**config.mk**
```make
export PLATFORM = sky130hd
export DESIGN_NAME = pcs_regs
export DESIGN_NICKNAME = d
export VERILOG_FILES = /design/src/rtl/pcs_pkg.sv /design/src/rtl/pcs_cmd_reg.sv /design/src/rtl/pcs_sts_reg.sv /design/src/rtl/pcs_regs.sv
export SDC_FILE = /design/constraint.sdc
export NUM_CORES = 1
export LEC_CHECK = 0
export ABC_AREA = 1
export ABC_CLOCK_PERIOD_IN_PS = 3700
export BUFFER_PORTS_ARGS = -buffer_cell sky130_fd_sc_hd__buf_2
export CAP_MARGIN = 0
export CORE_ASPECT_RATIO = 1.25
export CORE_MARGIN = 2
export CORE_UTILIZATION = 45
export CTS_CLUSTER_SIZE = 10
export DETAILED_ROUTE_END_ITERATION = 6
export HOLD_SLACK_MARGIN = 0.1
export PLACE_DENSITY = 0.87
export SYNTH_ARGS = -nofsm -noshare
export SYNTH_HDL_FRONTEND = slang
export SYNTH_HIERARCHICAL = 1
export SYNTH_SLANG_ARGS = --single-unit
```
**constraint.sdc**
```tcl
create_clock -name clk_i -period 3.7 [get_ports clk_i]
set_clock_uncertainty 0.05 [all_clocks]
set_input_delay 0.74 -clock clk_i [delete_from_list [all_inputs] [get_ports clk_i]]
set_output_delay 0.74 -clock clk_i [all_outputs]
set_load 0.02 [all_outputs]
```
**src/rtl/pcs_pkg.sv**
```systemverilog
// Constants for the primary command and status configuration registers.
// Assumes byte offsets within a 256-byte configuration space.
package pcs_pkg;

  // ----------------------------------------------------------------------
  // Register map
  // ----------------------------------------------------------------------
  localparam logic [7:0] PCS_CMD_OFFSET = 8'h04;
  localparam logic [7:0] PCS_STS_OFFSET = 8'h06;
  localparam logic [5:0] PCS_CMD_DWORD = 6'h01;

  // ----------------------------------------------------------------------
  // Command register fields
  // ----------------------------------------------------------------------
  localparam int PCS_CMD_IO = 0;
  localparam int PCS_CMD_MEM = 1;
  localparam int PCS_CMD_MASTER = 2;
  localparam int PCS_CMD_SPECIAL = 3;
  localparam int PCS_CMD_WR_INVAL = 4;
  localparam int PCS_CMD_PALETTE = 5;
  localparam int PCS_CMD_PERR_RESP = 6;
  localparam int PCS_CMD_WAIT = 7;
  localparam int PCS_CMD_SERR = 8;
  localparam int PCS_CMD_BACK2BACK = 9;
  localparam logic [15:0] PCS_CMD_RESET = 16'h0000;
  localparam logic [15:0] PCS_CMD_WR_MASK = 16'h0147;

  // ----------------------------------------------------------------------
  // Status register fields
  // ----------------------------------------------------------------------
  localparam int PCS_STS_BACK2BACK = 7;
  localparam int PCS_STS_DATA_PAR = 8;
  localparam int PCS_STS_SIG_TABORT = 11;
  localparam int PCS_STS_RX_TABORT = 12;
  localparam int PCS_STS_RX_MABORT = 13;
  localparam int PCS_STS_SIG_SERR = 14;
  localparam int PCS_STS_DET_PAR = 15;
  localparam logic [15:0] PCS_STS_RESET = 16'h0020;
  localparam logic [15:0] PCS_STS_W1C_MASK = 16'hF900;

endpackage : pcs_pkg

```
**src/rtl/pcs_cmd_reg.sv**
```systemverilog
// Command register storage with hardwired read-only bits.
// Assumes write strobe and byte enables are on the clk_i domain.
`timescale 1ns/100ps
`default_nettype none

module pcs_cmd_reg
  import pcs_pkg::*;
(
  input wire logic clk_i,
  input wire logic reset_i,
  input wire logic wr_en_i,
  input wire logic [1:0] wr_be_i,
  input wire logic [15:0] wr_data_i,
  output logic [15:0] cmd_o
);

  logic [15:0] cmd_r;
  logic [15:0] cmd_nxt;
  logic [15:0] lane_mask;

  // Only the writable bits follow a write; the rest stay zero.
  always_comb begin
    lane_mask = {{8{wr_be_i[1]}}, {8{wr_be_i[0]}}} & PCS_CMD_WR_MASK;
    cmd_nxt = cmd_r;
    if (wr_en_i) begin
      cmd_nxt = (cmd_r & ~lane_mask) | (wr_data_i & lane_mask);
    end
    cmd_nxt = cmd_nxt & PCS_CMD_WR_MASK;
  end

  always_ff @(posedge clk_i) begin
    if (reset_i) begin
      cmd_r <= PCS_CMD_RESET;
    end else begin
      cmd_r <= cmd_nxt;
    end
  end

  assign cmd_o = cmd_r;

endmodule : pcs_cmd_reg

`default_nettype wire

```
**src/rtl/pcs_sts_reg.sv**
```systemverilog
// Status register of sticky flags cleared by writing one.
// Assumes set and clear vectors are on the clk_i domain.
`timescale 1ns/100ps
`default_nettype none

module pcs_sts_reg
  import pcs_pkg::*;
(
  input wire logic clk_i,
  input wire logic reset_i,
  input wire logic [15:0] set_i,
  input wire logic [15:0] clr_i,
  output logic [15:0] sts_o
);

  logic [15:0] sts_r;
  logic [15:0] sts_nxt;

  // Each flag bit: a set in the same cycle as a clear wins.
  genvar gi;
  generate
    for (gi = 0; gi < 16; gi++) begin : g_flag
      if (PCS_STS_W1C_MASK[gi]) begin : g_w1c
        always_comb begin
          sts_nxt[gi] = set_i[gi] | (sts_r[gi] & ~clr_i[gi]);
        end
      end else begin : g_fixed
        always_comb begin
          sts_nxt[gi] = sts_r[gi];
        end
      end
    end
  endgenerate

  always_ff @(posedge clk_i) begin
    if (reset_i) begin
      sts_r <= PCS_STS_RESET;
    end else begin
      sts_r <= sts_nxt;
    end
  end

  assign sts_o = sts_r;

endmodule : pcs_sts_reg

`default_nettype wire

```
**src/rtl/pcs_regs.sv**
```systemverilog
// Primary command and status configuration registers of a bridge.
// Assumes single-cycle configuration strobes and event pulses on clk_i.
//
// Summary of operation
// Back-to-back enable command bit reads zero and ignores writes.
// System error enable bit is read-write and gates system error cycles.
// Wait, palette, write-invalidate and special cycle bits read zero.
// Parity errors are reported only while parity response bit is one.
// Master enable gates acceptance of PCI cycles toward the hub side.
// Hub memory transactions are claimed only with memory space enable.
// Hub I/O transactions are claimed only with I/O space enable.
// Writing one clears a status flag; writing zero leaves it alone.
// Any hub parity error sets detected parity error, regardless of enable.
// Issuing a system error cycle sets the signaled system error flag.
// A master abort on own hub transaction sets received master abort.
// A target abort received as master sets received target abort.
// Ending a hub transaction with target abort sets signaled target abort.
// Initiator parity error sets data parity flag only with response on.
// Back-to-back capable status bit reads zero.
// Reserved bits read zero and ignore writes.
`timescale 1ns/100ps
`default_nettype none

module pcs_regs
  import pcs_pkg::*;
(
  input wire logic clk_i,
  input wire logic reset_i,
  input wire logic cfg_wr_i,
  input wire logic cfg_rd_i,
  input wire logic [7:0] cfg_addr_i,
  input wire logic [3:0] cfg_be_i,
  input wire logic [31:0] cfg_wdata_i,
  output logic [31:0] cfg_rdata_o,
  output logic cfg_ack_o,
  input wire logic hub_parity_err_i,
  input wire logic init_parity_err_i,
  input wire logic serr_request_i,
  input wire logic master_abort_i,
  input wire logic target_abort_rx_i,
  input wire logic target_abort_tx_i,
  input wire logic hub_mem_req_i,
  input wire logic hub_io_req_i,
  input wire logic pci_req_i,
  output logic serr_cycle_o,
  output logic parity_report_o,
  output logic hub_mem_claim_o,
  output logic hub_io_claim_o,
  output logic pci_accept_o,
  output logic master_enable_o,
  output logic memory_space_enable_o,
  output logic io_space_enable_o
);

  // ----------------------------------------------------------------------
  // Address decode
  // ----------------------------------------------------------------------
  function automatic logic dword_hit(input logic [7:0] addr);
    dword_hit = (addr[7:2] == PCS_CMD_DWORD);
  endfunction : dword_hit

  logic wr_hit;
  logic rd_hit;
  logic [15:0] cmd_w;
  logic [15:0] sts_w;
  logic [15:0] sts_set;
  logic [15:0] sts_clr;
  logic serr_fire;

  always_comb begin
    wr_hit = cfg_wr_i & dword_hit(cfg_addr_i);
    rd_hit = cfg_rd_i & dword_hit(cfg_addr_i);
  end

  // ----------------------------------------------------------------------
  // Register storage
  // ----------------------------------------------------------------------
  pcs_cmd_reg u_cmd (
    .clk_i(clk_i),
    .reset_i(reset_i),
    .wr_en_i(wr_hit),
    .wr_be_i(cfg_be_i[1:0]),
    .wr_data_i(cfg_wdata_i[15:0]),
    .cmd_o(cmd_w)
  );

  // Hardware events feed the sticky flags; software clears by writing one.
  always_comb begin
    serr_fire = serr_request_i & cmd_w[PCS_CMD_SERR];
    sts_set = 16'h0000;
    sts_set[PCS_STS_DET_PAR] = hub_parity_err_i;
    sts_set[PCS_STS_SIG_SERR] = serr_fire;
    sts_set[PCS_STS_RX_MABORT] = master_abort_i;
    sts_set[PCS_STS_RX_TABORT] = target_abort_rx_i;
    sts_set[PCS_STS_SIG_TABORT] = target_abort_tx_i;
    sts_set[PCS_STS_DATA_PAR] = init_parity_err_i
      & cmd_w[PCS_CMD_PERR_RESP];
    sts_clr = {16{wr_hit}} & {{8{cfg_be_i[3]}}, {8{cfg_be_i[2]}}}
      & cfg_wdata_i[31:16] & PCS_STS_W1C_MASK;
  end

  pcs_sts_reg u_sts (
    .clk_i(clk_i),
    .reset_i(reset_i),
    .set_i(sts_set),
    .clr_i(sts_clr),
    .sts_o(sts_w)
  );

  // ----------------------------------------------------------------------
  // Read path and transaction gating
  // ----------------------------------------------------------------------
  logic [31:0] rdata_r;
  logic [31:0] rdata_nxt;
  logic ack_r;
  logic ack_nxt;
  logic serr_r;
  logic serr_nxt;
  logic perr_rep_r;
  logic perr_rep_nxt;
  logic mem_claim_r;
  logic mem_claim_nxt;
  logic io_claim_r;
  logic io_claim_nxt;
  logic pci_acc_r;
  logic pci_acc_nxt;
  logic [2:0] en_r;
  logic [2:0] en_nxt;

  always_comb begin
    rdata_nxt = 32'h0000_0000;
    if (rd_hit) begin
      // Reserved and hardwired bits are masked to zero on the way out.
      rdata_nxt = {sts_w & PCS_STS_W1C_MASK,
                   cmd_w & PCS_CMD_WR_MASK};
    end
    ack_nxt = cfg_rd_i | cfg_wr_i;
    serr_nxt = serr_fire;
    perr_rep_nxt = (hub_parity_err_i | init_parity_err_i)
      & cmd_w[PCS_CMD_PERR_RESP];
    mem_claim_nxt = hub_mem_req_i & cmd_w[PCS_CMD_MEM];
    io_claim_nxt = hub_io_req_i & cmd_w[PCS_CMD_IO];
    pci_acc_nxt = pci_req_i & cmd_w[PCS_CMD_MASTER];
    en_nxt = {cmd_w[PCS_CMD_MASTER], cmd_w[PCS_CMD_MEM], cmd_w[PCS_CMD_IO]};
  end

  always_ff @(posedge clk_i) begin
    if (reset_i) begin
      rdata_r <= 32'h0000_0000;
      ack_r <= 1'b0;
      serr_r <= 1'b0;
      perr_rep_r <= 1'b0;
      mem_claim_r <= 1'b0;
      io_claim_r <= 1'b0;
      pci_acc_r <= 1'b0;
      en_r <= 3'h0;
    end else begin
      rdata_r <= rdata_nxt;
      ack_r <= ack_nxt;
      serr_r <= serr_nxt;
      perr_rep_r <= perr_rep_nxt;
      mem_claim_r <= mem_claim_nxt;
      io_claim_r <= io_claim_nxt;
      pci_acc_r <= pci_acc_nxt;
      en_r <= en_nxt;
    end
  end

  assign cfg_rdata_o = rdata_r;
  assign cfg_ack_o = ack_r;
  assign serr_cycle_o = serr_r;
  assign parity_report_o = perr_rep_r;
  assign hub_mem_claim_o = mem_claim_r;
  assign hub_io_claim_o = io_claim_r;
  assign pci_accept_o = pci_acc_r;
  assign master_enable_o = en_r[2];
  assign memory_space_enable_o = en_r[1];
  assign io_space_enable_o = en_r[0];
endmodule : pcs_regs

`default_nettype wire

```
After elaboration in Yosys (flattened, before gate mapping)

Cells that the tools add are included.

Flip-flop bits (word level): 63
Input bits: 57
Output and inout port bits: 41
Word-level logic and storage cells: 49

Equal/unequal tests: 1
Bitwise logic cells: 35
Reductions and logical operators: 1

Operators by type and width:

| kind                 | number |
|---|---|
| $and A16 B16 Y16     | 3 |
| $and A16 B9 Y16      | 1 |
| $not A9 Y16          | 1 |
| $or A16 B16 Y16      | 1 |
| $and A1 B1 Y1        | 14 |
| $or A1 B1 Y1         | 8 |
| $not A1 Y1           | 7 |
| $eq A6 B1 Y1 const B | 1 |
| $reduce_or A2 Y1     | 1 |

Longest topological paths before layout

Word-level depth: 7
Mapped depth: 9
Mapped depth without buffers: 8

By module

Netlist, hierarchy kept.

By module, submodules not included:

| module      | times used | cells each | area an instance (sq um) | seq. area each (sq um) |
|---|---|---|---|---|
| pcs_regs    | 1          | 109        | 915.9                    | 400.4 |
| pcs_sts_reg | 1          | 42         | 300.3                    | 120.1 |
| pcs_cmd_reg | 1          | 45         | 294.0                    | 100.1 |

Least setup slack after synthesis

No wires, ideal clock.

Path type: input port to flip-flop
Start: input cfg_addr_i[3]
End: register (tool-made name)
Library setup time: 0.113 ns
Arrival time: 1.548 ns
Data required time: 3.537 ns
Slack: 1.989 ns
Cell stages on the path: 8
Path buffers: 1
Path through: inv_1 nand2_2 nand3b_1 buf_6 nor2_1 nand2_2 nor2_1 nor2_1

RTL lines:

| item            | line           | RTL |
|---|---|---|
| start, declared | pcs_regs.sv:31 | `input wire logic [7:0] cfg_addr_i,` |

==> results.toml <==
[place]
dp.final_hpwl_mm = 1.88
finalWeightedCongestion = 0.717
dpl-instance-area_um2 = 1530
placed_cells = 256
port_buffers = 52

[power_and_ir_drop]
ir_worst_vdd_mv = 0.244
power_density_nw_per_um2 = 363
power.leakage_nw = 0.856

[clocking]
ctsHtreeMaxLevel = 2
tritoncts = "done"
clkLatencyLatePin_ns = 0.32
clock_path_buffers = 2
cts_resized = 0
cts.sinks = 31
path_clk_slew_ns = 0.09
tritoncts.num_buffers = 5
cts_setup_buffers = 0
cts_root_buffer = "clkbuf_4"
postCtsHoldBufs = 0

[logic_synthesis]
syn_inst = 172
netlist_area_um2 = 1340
yosys_warnings = 6
avgSynthCellArea_um2 = 7.80

[layout]
nets = 284
drive_gt1_share_pct = 31.6
antenna_cells = 0
area_growth_pct = 17.8
final_cells = 264
filler_cell_count = 300
final_cell_area_um2 = 1580

[floorplanning]
die_area_um2 = 3440
io_pins = 98
die_w_um = 52.8
rows = 22
placeableCoreArea_um2 = 2890
die_y_um = 65.0
start_util_pct = 46.4

[min_path]
worstHoldStart = "u_sts/sts_o[11]$_SDFF_PP0_"
whs_path_depth = 2
hold_class = "reg2reg"
whs_endpoint = "cfg_rdata_o[27]$_SDFF_PP0_"

[drt]
drt-met1-wl_um = 910
drt-initial-drc-count = 16
wl_mm = 2.37
top_layer = "met4"
detail_route.vias_per_cell = 4.06
drc = 0
wl_met2_mm = 1.26
wl_met3_um = 166
postRouteAntennaNets = 0
num_vias = 1071
avgRoutedWirePerCell_um = 8.98
drt_first_pass_iters = 4

[timing]
rsz0062_at_grt = "no"
drv_slew = 0
fin_crit_ns = 1.97
finalHoldViolCount = 0
slew_headroom_pct = 52.5
setup-violations-final = 0
fmax_ghz = 0.508
timing.final.crit_share_pct = 53.2
worst-slew-pin-transition_ns = 0.710
fin_setup_tns_ns = 0

[global_routing]
grt_pass1_vias = 999
track_usage_pct = 14.9
grt_pass1_wl_mm = 3.69
overflow = 0
antenna_found_initial = 0
grt_start_max_net_pins = 17

[outcome]
status = "complete, no violations"

[critical_path]
reg2reg_slack_ns = 2.94
required_ns = 3.91
cp.arrival_ns = 2.18
path_class = "in2reg"
cp_max_fo = 11
rr_endpoint = "u_sts/sts_o[14]$_SDFF_PP0_"
startpoint_type = "input port"
worstSetupEndpointType = "flop"
r2r_cells = 4

[flow_run]
drv_cap = 0
layer usage:
metal  GRT usage, %  vias to the layer above
met5              0                        -
met3           2.76                        5
li1               -                      564
met1           13.0                      456
met4           9.62                        0
met2           28.9                       46
worst max path at each step:
stage / start / end / slack, ns / cells after the start
after floorplan: cfg_addr_i[3] / flop / 1.99 / 8
after global placement: cfg_addr_i[3] / flop / 1.38 / 8
after detailed placement: cfg_addr_i[3] / flop / 1.37 / 8
after CTS: cfg_addr_i[3] / flop / 1.70 / 9
after global routing: cfg_addr_i[3] / flop / 1.54 / 9
final: cfg_addr_i[3] / flop / 1.73 / 9
final cells by class:
type                            count  area (µm²)  share of cell area (%)
Clock buffer                        7        45.0                    2.85
Clock inverter                      1        5.00                   0.317
Multi-Input combinational cell     98         458                    29.0
Inverter                           39         146                    9.26
Tap cell                           36        45.0                    2.85
Timing Repair Buffer               52         260                    16.5
Sequential cell                    31         621                    39.3
stage by stage:
| stage | setup slack (ns) | util [%] | power [mW] | hold slack [ns] |
|---|---|---|---|---|
| floorplan | 1.99 | - | 0.402 | 0.366 |
| global placement | 1.38 | 52.9 | 0.404 | 0.373 |
| detailed placement | 1.37 | 52.9 | 0.405 | 0.392 |
| CTS | 1.70 | 54.7 | 0.578 | 0.406 |
| global route | 1.54 | 54.7 | 0.598 | 0.426 |
| finish | 1.73 | 54.7 | 0.574 | 0.402 |
critical path, stage by stage:
cell and delay, ns:
buf_2 0.10, inv_1 0.05, nand2_2 0.05, nand3b_1 0.54, nor2_1 0.34, nand2_2 0.15, nand2_1 0.09, nand2_1 0.04
nor2_1 0.08
power breakdown:
part           internal (mW)  switching [mW]
registers              0.338         0.00204
logic                 0.0173          0.0396
clock network         0.0739           0.103
cell usage in the layout (no fill, tap or decap):
master	instances
nor2_2	1
nor3_4	1
nand2_1	26
nand3_2	1
dfxtp_1	31
inv_2	1
clkbuf_1	2
nor3_2	8
a21oi_1	6
clkbuf_4	5
inv_1	38
nand3b_1	1
nor2_1	29
nor3_1	1
conb_1	21
clkinv_2	1
buf_2	52
nand2_2	2
o21ai_0	1
Power figures use the tool's default switching activity.
